===== src/core/sipo_latch_defines.svh =====
// Constants for the serial-in parallel-out latch
`ifndef SIPO_LATCH_DEFINES_SVH
`define SIPO_LATCH_DEFINES_SVH
`define SIPO_WIDTH       8
`define SIPO_SHIFT_RESET 8'h00
`define SIPO_LAST_STAGE  7
`define SIPO_LINK_HALF   4
`endif


===== src/core/sipo_latch_pkg.sv =====
// Types shared by the serial-in parallel-out latch
`default_nettype none
package sipo_latch_pkg;
    // Synchronised pin levels, sampled together on the system clock
    typedef struct packed {
        logic serial_in;
        logic shift_clock;
        logic shift_clear_n;
        logic storage_clock;
        logic output_enable_n;
    } pins_type;
    // Edge state of a sampled link clock
    typedef enum logic [1:0] {
        CLK_LOW  = 2'b00,
        CLK_RISE = 2'b01,
        CLK_HIGH = 2'b10,
        CLK_FALL = 2'b11
    } edge_state_type;
endpackage
`default_nettype wire


===== src/core/pin_sync.sv =====
// Two-flop synchroniser for one pin level
`timescale 1ns/1ps
`default_nettype none
module pin_sync (
    input  wire logic i_clk_sys,
    input  wire logic i_arst_n,
    input  wire logic i_pin,
    output logic      o_level
);
    logic meta_q;
    logic meta_d;
    logic level_q;
    logic level_d;

    // ==========================================
    // Next values: first flop feeds only the second
    always_comb begin
        meta_d  = i_pin;
        level_d = meta_q;
    end

    always_ff @(posedge i_clk_sys or negedge i_arst_n) begin
        if (!i_arst_n) begin
            meta_q  <= 1'b0;
            level_q <= 1'b0;
        end else begin
            meta_q  <= meta_d;
            level_q <= level_d;
        end
    end

    assign o_level = level_q;
endmodule
`default_nettype wire


===== src/core/sipo_latch.sv =====
// Serial-in shift register feeding a storage register with gated outputs
`timescale 1ns/1ps
`default_nettype none
`include "sipo_latch_defines.svh"
module sipo_latch (
    input  wire logic                    i_clk_sys,
    input  wire logic                    i_arst_n,
    input  wire logic                    i_serial_in,
    input  wire logic                    i_shift_clock,
    input  wire logic                    i_shift_clear_n,
    input  wire logic                    i_storage_clock,
    input  wire logic                    i_output_enable_n,
    output logic [`SIPO_WIDTH-1:0]       o_parallel_out,
    output logic [`SIPO_WIDTH-1:0]       o_parallel_out_oe_n,
    output logic                         o_cascade_out
);
    // Synchronised pin levels, one flop pair per pin
    logic                     data_sync;
    logic                     shift_sync;
    logic                     clear_sync;
    logic                     store_sync;
    logic                     enable_sync;
    // The same levels as one carrier, read by all logic below
    sipo_latch_pkg::pins_type pins;
    logic                     shift_clk_q;
    logic                     shift_clk_d;
    logic                     store_clk_q;
    logic                     store_clk_d;
    logic [`SIPO_WIDTH-1:0]   shift_q;
    logic [`SIPO_WIDTH-1:0]   shift_d;
    logic [`SIPO_WIDTH-1:0]   store_q;
    logic [`SIPO_WIDTH-1:0]   store_d;
    logic [`SIPO_WIDTH-1:0]   out_q;
    logic [`SIPO_WIDTH-1:0]   out_d;
    logic [`SIPO_WIDTH-1:0]   oe_n_q;
    logic [`SIPO_WIDTH-1:0]   oe_n_d;
    logic                     shift_rise;
    logic                     store_rise;

    // ==========================================
    // Pin synchronisers: every pin is asynchronous to the system clock.
    // All five pass the same two flops, so data and clocks stay aligned
    // and the serial level still meets its setup at the detected edge.
    pin_sync u_sync_data (
        .i_clk_sys (i_clk_sys),
        .i_arst_n  (i_arst_n),
        .i_pin     (i_serial_in),
        .o_level   (data_sync)
    );
    pin_sync u_sync_shift (
        .i_clk_sys (i_clk_sys),
        .i_arst_n  (i_arst_n),
        .i_pin     (i_shift_clock),
        .o_level   (shift_sync)
    );
    pin_sync u_sync_clear (
        .i_clk_sys (i_clk_sys),
        .i_arst_n  (i_arst_n),
        .i_pin     (i_shift_clear_n),
        .o_level   (clear_sync)
    );
    pin_sync u_sync_store (
        .i_clk_sys (i_clk_sys),
        .i_arst_n  (i_arst_n),
        .i_pin     (i_storage_clock),
        .o_level   (store_sync)
    );
    // The enable goes through inverted: the flops reset to zero, which then
    // reads as floated outputs, so no drive glitch follows a reset
    pin_sync u_sync_enable (
        .i_clk_sys (i_clk_sys),
        .i_arst_n  (i_arst_n),
        .i_pin     (~i_output_enable_n),
        .o_level   (enable_sync)
    );
    // Gather the levels; the enable is turned back to active low here
    assign pins = {data_sync, shift_sync, clear_sync, store_sync, ~enable_sync};

    // ==========================================
    // Edge finders on the synchronised clocks
    assign shift_rise = pins.shift_clock & ~shift_clk_q;
    assign store_rise = pins.storage_clock & ~store_clk_q;

    // ==========================================
    // Next state of both registers
    always_comb begin
        shift_clk_d = pins.shift_clock;
        store_clk_d = pins.storage_clock;
        shift_d     = shift_q;
        store_d     = store_q;
        // Store takes the old shift value, so shared clocks give a one-pulse lag
        if (store_rise) begin
            store_d = shift_q;
        end
        if (!pins.shift_clear_n) begin
            shift_d = `SIPO_SHIFT_RESET;
        end else if (shift_rise) begin
            shift_d = {shift_q[`SIPO_WIDTH-2:0], pins.serial_in};
        end
        // Enable low drives pins; high floats them, cascade unaffected
        oe_n_d = {`SIPO_WIDTH{pins.output_enable_n}};
        out_d  = store_d;
    end

    // Reset value is only a simulation convenience; a controller must not rely on it
    always_ff @(posedge i_clk_sys or negedge i_arst_n) begin
        if (!i_arst_n) begin
            shift_clk_q <= 1'b0;
            store_clk_q <= 1'b0;
            shift_q     <= `SIPO_SHIFT_RESET;
            store_q     <= `SIPO_SHIFT_RESET;
            out_q       <= `SIPO_SHIFT_RESET;
            oe_n_q      <= {`SIPO_WIDTH{1'b1}};
        end else begin
            shift_clk_q <= shift_clk_d;
            store_clk_q <= store_clk_d;
            shift_q     <= shift_d;
            store_q     <= store_d;
            out_q       <= out_d;
            oe_n_q      <= oe_n_d;
        end
    end

    // ==========================================
    // Outputs
    // Parallel data comes from its own flop, a copy of the storage register,
    // so the pins see no combinational path from the clock edge finders
    assign o_parallel_out      = out_q;
    assign o_parallel_out_oe_n = oe_n_q;
    assign o_cascade_out       = shift_q[`SIPO_LAST_STAGE];

    // ==========================================
    // Checks
    // Every register here moves on the system edge after the detected pin
    // edge, so each check looks one edge after its cause. The reset value
    // is outside the rules and is left to the bench.
    chk_shift_step: assert property (@(posedge i_clk_sys) disable iff (!i_arst_n)
        (shift_rise && pins.shift_clear_n) |=>
            shift_q == {$past(shift_q[`SIPO_WIDTH-2:0]), $past(pins.serial_in)})
        else $error("shift step wrong");

    chk_shift_hold: assert property (@(posedge i_clk_sys) disable iff (!i_arst_n)
        (!shift_rise && pins.shift_clear_n) |=> $stable(shift_q))
        else $error("stages moved without a shift edge");

    chk_first_stage: assert property (@(posedge i_clk_sys) disable iff (!i_arst_n)
        (shift_rise && pins.shift_clear_n) |=> shift_q[0] == $past(pins.serial_in))
        else $error("first stage missed serial level");

    chk_clear_zero: assert property (@(posedge i_clk_sys) disable iff (!i_arst_n)
        !pins.shift_clear_n |=> shift_q == 8'h00)
        else $error("clear did not zero stages");

    chk_store_no_clear: assert property (@(posedge i_clk_sys) disable iff (!i_arst_n)
        (!pins.shift_clear_n && !store_rise) |=> $stable(store_q))
        else $error("clear disturbed the storage register");

    chk_store_copy: assert property (@(posedge i_clk_sys) disable iff (!i_arst_n)
        store_rise |=> store_q == $past(shift_q))
        else $error("storage copy wrong");

    chk_store_hold: assert property (@(posedge i_clk_sys) disable iff (!i_arst_n)
        !store_rise |=> $stable(store_q))
        else $error("storage changed without clock");

    chk_float_out: assert property (@(posedge i_clk_sys) disable iff (!i_arst_n)
        pins.output_enable_n |=> o_parallel_out_oe_n == 8'hFF)
        else $error("outputs not floated");

    chk_drive_out: assert property (@(posedge i_clk_sys) disable iff (!i_arst_n)
        !pins.output_enable_n |=> o_parallel_out_oe_n == 8'h00 && o_parallel_out == store_q)
        else $error("outputs not driven");

    chk_out_stable: assert property (@(posedge i_clk_sys) disable iff (!i_arst_n)
        !store_rise |=> $stable(o_parallel_out))
        else $error("parallel data changed without storage edge");

    chk_clear_wins: assert property (@(posedge i_clk_sys) disable iff (!i_arst_n)
        (!pins.shift_clear_n && shift_rise) |=> shift_q == 8'h00)
        else $error("shift beat clear");

    chk_tied_lag: assert property (@(posedge i_clk_sys) disable iff (!i_arst_n)
        (shift_rise && store_rise && pins.shift_clear_n) |=> store_q == $past(shift_q)
            && shift_q[`SIPO_WIDTH-1:1] == $past(shift_q[`SIPO_WIDTH-2:0]))
        else $error("storage not one pulse behind");

    chk_cascade_bit: assert property (@(posedge i_clk_sys) disable iff (!i_arst_n)
        (shift_rise && pins.shift_clear_n) |=>
            o_cascade_out == $past(shift_q[`SIPO_LAST_STAGE-1]))
        else $error("cascade not eighth stage");

    chk_cascade_hold: assert property (@(posedge i_clk_sys) disable iff (!i_arst_n)
        (!shift_rise && pins.shift_clear_n) |=> $stable(o_cascade_out))
        else $error("cascade moved without a shift edge");

    chk_cascade_clear: assert property (@(posedge i_clk_sys) disable iff (!i_arst_n)
        !pins.shift_clear_n |=> !o_cascade_out)
        else $error("cascade not cleared");
endmodule
`default_nettype wire


===== config.mk =====
export PLATFORM = sky130hd
export DESIGN_NAME = sipo_latch
export DESIGN_NICKNAME = d
export VERILOG_FILES = /design/src/core/sipo_latch_pkg.sv /design/src/core/pin_sync.sv /design/src/core/sipo_latch.sv
export VERILOG_INCLUDE_DIRS = /design/src /design/src/core
export SDC_FILE = /design/constraint.sdc
export NUM_CORES = 1
export LEC_CHECK = 0
export BUFFER_PORTS_ARGS = -buffer_cell sky130_fd_sc_hd__buf_2
export CAP_MARGIN = 40
export CORE_MARGIN = 1.5
export CORE_UTILIZATION = 50
export CTS_CLUSTER_DIAMETER = 30
export DETAILED_ROUTE_END_ITERATION = 10
export GPL_ROUTABILITY_DRIVEN = 1
export PLACE_DENSITY = 0.84
export REMOVE_ABC_BUFFERS = 1
export SYNTH_ARGS = -nofsm -noshare
export SYNTH_HDL_FRONTEND = slang
export SYNTH_SLANG_ARGS = --single-unit

===== constraint.sdc =====
create_clock -name i_clk_sys -period 1.45 [get_ports i_clk_sys]
set_input_delay 0.145 -clock i_clk_sys [delete_from_list [all_inputs] [get_ports i_clk_sys]]
set_output_delay 0.145 -clock i_clk_sys [all_outputs]
set_load 0.02 [all_outputs]

After elaboration in Yosys (flattened, before gate mapping)
Cells that the tools add are included.

Register bits: 29. Bits of input ports: 7. Output and inout bits: 17.

Equality and inequality tests: 1. Muxes and demuxes: 2. Bitwise logic cells: 6.

Operators by type and width (number): 2-to-1 mux 8 bit (2); NOT 1 bit (4); AND 1 bit (2); inequality test 2 bit, second input constant (1).

Longest topological paths before layout
Depth in word-level cells: 4. Mapped depth: 3. Mapped depth without buffers: 2.

Hierarchy
A second synthesis with hierarchy kept.

Cell total of the unflattened synthesis: 68. Area, all modules: 1064.8 um^2.

By module, submodules not included: sipo_latch (times used 1, cells an instance 58, area each 814.5 um^2); pin_sync (times used 5, cells an instance 2, area each 50.0 um^2).

Worst setup path after synthesis
Ideal clock, no wire load.

Path kind: register to register. Start: register store_clk_q. End: register out_q[0] (netlist: o_parallel_out[0]). Library setup time: 0.125 ns. Arrival: 0.914 ns. Required time: 1.325 ns. Slack: 0.411 ns. Stages on the path, launching flop included: 4. Clock period less this slack: 1.039 ns. Cells stage by stage: dfrtp_1 -> nor2b_4 -> buf_6 -> mux2_4.

Word-level cells in the longest chain between the ends: 2.

Ends and longest elaborated chain: from (decl) (line sipo_latch.sv:27) `logic store_clk_q;`; from (signal assigned) (line sipo_latch.sv:116) `store_clk_q <= store_clk_d;`; NOT 1 bit (line sipo_latch.sv:82) `assign store_rise = pins.storage_clock & ~store_clk_q;`; AND 1 bit (line sipo_latch.sv:82); to (signal assigned) (line sipo_latch.sv:112) `` out_q <= `SIPO_SHIFT_RESET; ``; to (signal assigned) (line sipo_latch.sv:119) `out_q <= out_d;`; to (decl) (line sipo_latch.sv:33) `` logic [`SIPO_WIDTH-1:0] out_q; ``.

No other way between the ends. A chain may end at the register's enable or synchronous reset.

Worst setup path in the final report
Start: register o_parallel_out_oe_n[0] (netlist name). End: output port o_parallel_out_oe_n[4].

RTL lines: to (decl) (line sipo_latch.sv:14) `` output logic [`SIPO_WIDTH-1:0] o_parallel_out_oe_n, ``.

No word-level cell between the ends.

==> impl_results.md <==
* Pin count of the biggest net entering global routing at 30
* Power dissipated by switching net loads at between 0.3 and 0.4 mW
* Most frequent cells after synthesis: sky130_fd_sc_hd__dfrtp_1, sky130_fd_sc_hd__nand2_1, sky130_fd_sc_hd__buf_4, sky130_fd_sc_hd__mux2_4, sky130_fd_sc_hd__mux2i_1
* Clock Skews at just under 0.007 ns
* DRT Pass-1 Iters at 5
* Final Max Slew Viols at 0
* Relative slew slack at about three fifths
* Later-pin clock latency in the skew report at 0.31 ns
* Mux share of post-synthesis cell area at between 10% and 20%
* Net total in the final layout at between 100 and 150
* Detailed placer's ending HPWL at 994.3 um
* Seq/Total Area, Yosys at between 60% and 70%
* Starting DRT DRC Count at 12
* Synthesized-area fraction occupied by adder cells at 0%
* Sum of buffers and inverters on the critical path at 1
* Outcome: finished clean
* Area added between synthesis and finish at 18.68%
* Tightest hold margin at 0.3559 ns
* Die ar. at about 2400 um^2
* Final Power at roughly 1.4 mW
* Multi-input gate area in the final layout at 254.0 um^2
* Post-route core utilization at 63.76%
* Stages on worst setup path at 1
* PortBufs at 23
* WL/cell at between 10 and 15 um
* Dominant cells by area after synthesis: sky130_fd_sc_hd__dfrtp_1, sky130_fd_sc_hd__mux2_4, sky130_fd_sc_hd__mux2i_1
* Clk Tree Root Cell: sky130_fd_sc_hd__clkbuf_4
* Top-level port count at 24
* Number of global-route vias before repair at ~570
* Compound-gate portion of the synthesized area at 0%
* Kind of cell with the highest combined delay on the critical path: flip-flops
* Number of nets with antenna violations after detailed routing at 0
* Power share of the clock group at 34.1%
* Number of levels the H-tree was split into at 2
* Element type at the critical path start: flip-flop
* Dpl cells at approximately 110
* Endpoint class of the critical path: primary output
* Synth warnings at 0
* Setup repair after global routing missed its margin: no
* Reg power frac at between 50% and 60%
* Sum Neg Setup Slack at 0 ns
* Most common cell in the netlist: sky130_fd_sc_hd__dfrtp_1
* Simple-gate portion of the synthesized area at under 10%
* Average via count per standard cell at about 4.5
* Core region area at 1982 um^2
* Final cell count without fillers at 123
* Critical-path cell list: buf_2
* Clock transition at the registers of the reported paths at ~0.080 ns
* Width of the die at approximately 49 um
* Cell area after synthesis at roughly 1100 um^2
* Number of rows created at floorplan at 16
* Weighted congestion at the end of routability-driven global placement at roughly 0.67
* Post-synth top flop: sky130_fd_sc_hd__dfrtp_1
* DRC Markers at 0
* Number of vias in the routed layout at between 500 and 600
* Number of antenna violations at the first check in global routing at 0
* Number of buffers created by CTS at 5
* Synthesis-stage register bit count at 29
* Total power per unit cell area at approximately 1100 nW/um^2
* Final setup margin at about 0.24 ns
* Number of sinks handled by clock tree synthesis at 29
* Final Routed Wirelength at ~1400 um
* Max incr delay on CP at just under 0.6 ns
* Required time of the critical path at about 1.3 ns
* Start-to-end type of the worst setup path: flip-flop to primary output
* Average cell area after synthesis at about 16 um^2
* Max cap viols at 0
* Placed inst area at 1145 um^2
* TritonCTS clock tree: built
* Count of final hold-check violations at 0
* Wire length of the first global-routing pass at around 2600 um
* Pre-CTS worst setup slack at between 0.3 and 0.4 ns
* Internal power component at between 1 and 1.5 mW
* Cells on Worst Hold Path at 0
* Fill cells at 150
* Worst-margin pin slew at between 0.6 and 0.7 ns
* Leak at 0.6552 nW
* Arrival @ worst endpoint at roughly 1.1 ns
* Slowest cell on the critical path: sky130_fd_sc_hd__dfstp_2
* Fraction of layout instances using a drive strength above 1 at approximately two fifths
* Switching share of total power at around 22%
* Height of the chip at approximately 49 um
* Maximum resistive drop on vdd at approximately 0.84 mV
* # Post-CTS Setup Buffers at 0
* Total global routing track utilization at approximately 15%
* Final setup vio count at 0
* Combinational power share at 6.9%
* Max Clk Rate at 827.8 MHz
* Antenna cells at 0
* Final Cell Area at approximately 1300 um^2
* Overflow after GRT at 0
* Min-delay worst type: flip-flop to flip-flop
* Cell type with the highest aggregate area in the netlist: sky130_fd_sc_hd__dfrtp_1
* Share of Yosys cell area claimed by the top area cell type at about 66%
* Time the worst path needs with I/O delays and setup at around 1.2 ns
* Cells after synthesis at 68
* Logic depth of the worst register-to-register path at 2
* Post-Synth XOR/XNOR Area at 0%
* Largest family of logic cells by synthesized area: multiplexers
* Netlist cell types at 11
* Initial Utilization at 53.72%
* Critical-path maximum fanout at 8
* Count of flip-flops with a built-in enable after synthesis at 0
* Post-synth ARST share at between 90% and 100%
* Tcrit/Tclk final at between 80% and 90%
* Reg area at 726.9 um^2
* Clock Tree Buf Depth at 2
[cell families after synthesis]
family,Yosys count
multiplexers,16
buffers and inverters,12
flip-flops,29
AND/OR/NAND/NOR,11
[timing repair]
action,in CTS,in global routing
endpoints found under the hold margin,33,0
hold buffers,6,0
resized for setup,0,0
[cells in the final DEF (no fill, tap or decap)]
master,Yosys,routed
sky130_fd_sc_hd__buf_2,0,23
sky130_fd_sc_hd__buf_4,8,1
sky130_fd_sc_hd__clkbuf_1,0,2
sky130_fd_sc_hd__clkbuf_4,0,5
sky130_fd_sc_hd__clkbuf_8,0,1
sky130_fd_sc_hd__dfrtp_1,28,28
sky130_fd_sc_hd__dfstp_2,1,1
sky130_fd_sc_hd__dlygate4sd3_1,0,6
sky130_fd_sc_hd__inv_1,2,2
sky130_fd_sc_hd__mux2_4,8,8
sky130_fd_sc_hd__mux2i_1,8,8
sky130_fd_sc_hd__nand2_1,9,9
sky130_fd_sc_hd__nor2b_1,1,1
sky130_fd_sc_hd__nor2b_4,1,1
[worst paths after layout]
path                                                to  slack (ns)              startpoint
worst max register to register       o_parallel_out[3]        0.31    u_sync_store.o_level
max in group asynchronous        u_sync_enable.level_d        0.68                i_arst_n
worst max-delay path            o_parallel_out_oe_n[4]        0.24  o_parallel_out_oe_n[0]
worst min-delay path               u_sync_data.o_level        0.36     u_sync_data.level_d
min in group asynchronous            o_parallel_out[7]        0.37                i_arst_n
worst min register to register     u_sync_data.o_level        0.36     u_sync_data.level_d
[power groups by stage]
stage          registers (mW)  clock network, mW  logic, mW
2_1_floorplan           0.880                  0     0.0282
4_1_cts                 0.848              0.509      0.102
3_5_place_dp            0.864                  0     0.0892
3_3_place_gp            0.862                  0     0.0873
6_report                0.847              0.489     0.0996
5_1_grt                 0.851              0.547      0.109
[state kept, by name (all words and copies together), names as in the netlist]
register,cells
shift_clk_q,1
u_sync_data.o_level,1
u_sync_clear.level_d,1
u_sync_shift.level_d,1
o_parallel_out,8
u_sync_shift.o_level,1
u_sync_enable.o_level,1
u_sync_store.level_d,1
u_sync_store.o_level,1
o_parallel_out_oe_n,1
u_sync_clear.o_level,1
u_sync_enable.level_d,1
store_clk_q,1
u_sync_data.level_d,1
shift_q,8
[final cells by class]
class / count / share of cell area (%)
sequential: 29 / 57.52
clock buffer: 8 / 4.653
multi-input combinational: 27 / 20.10
inverter: 2 / 0.5941
tap: 27 / 2.673
timing repair buffer: 30 / 14.46
[per-layer routing]
metal  global-route usage (%)  wire (um)
met1                    19.12        642
met2                    21.17        701
met3                    5.521         75
met5                        0          0
met4                    8.571         26
Power figures use the tool's default switching activity.
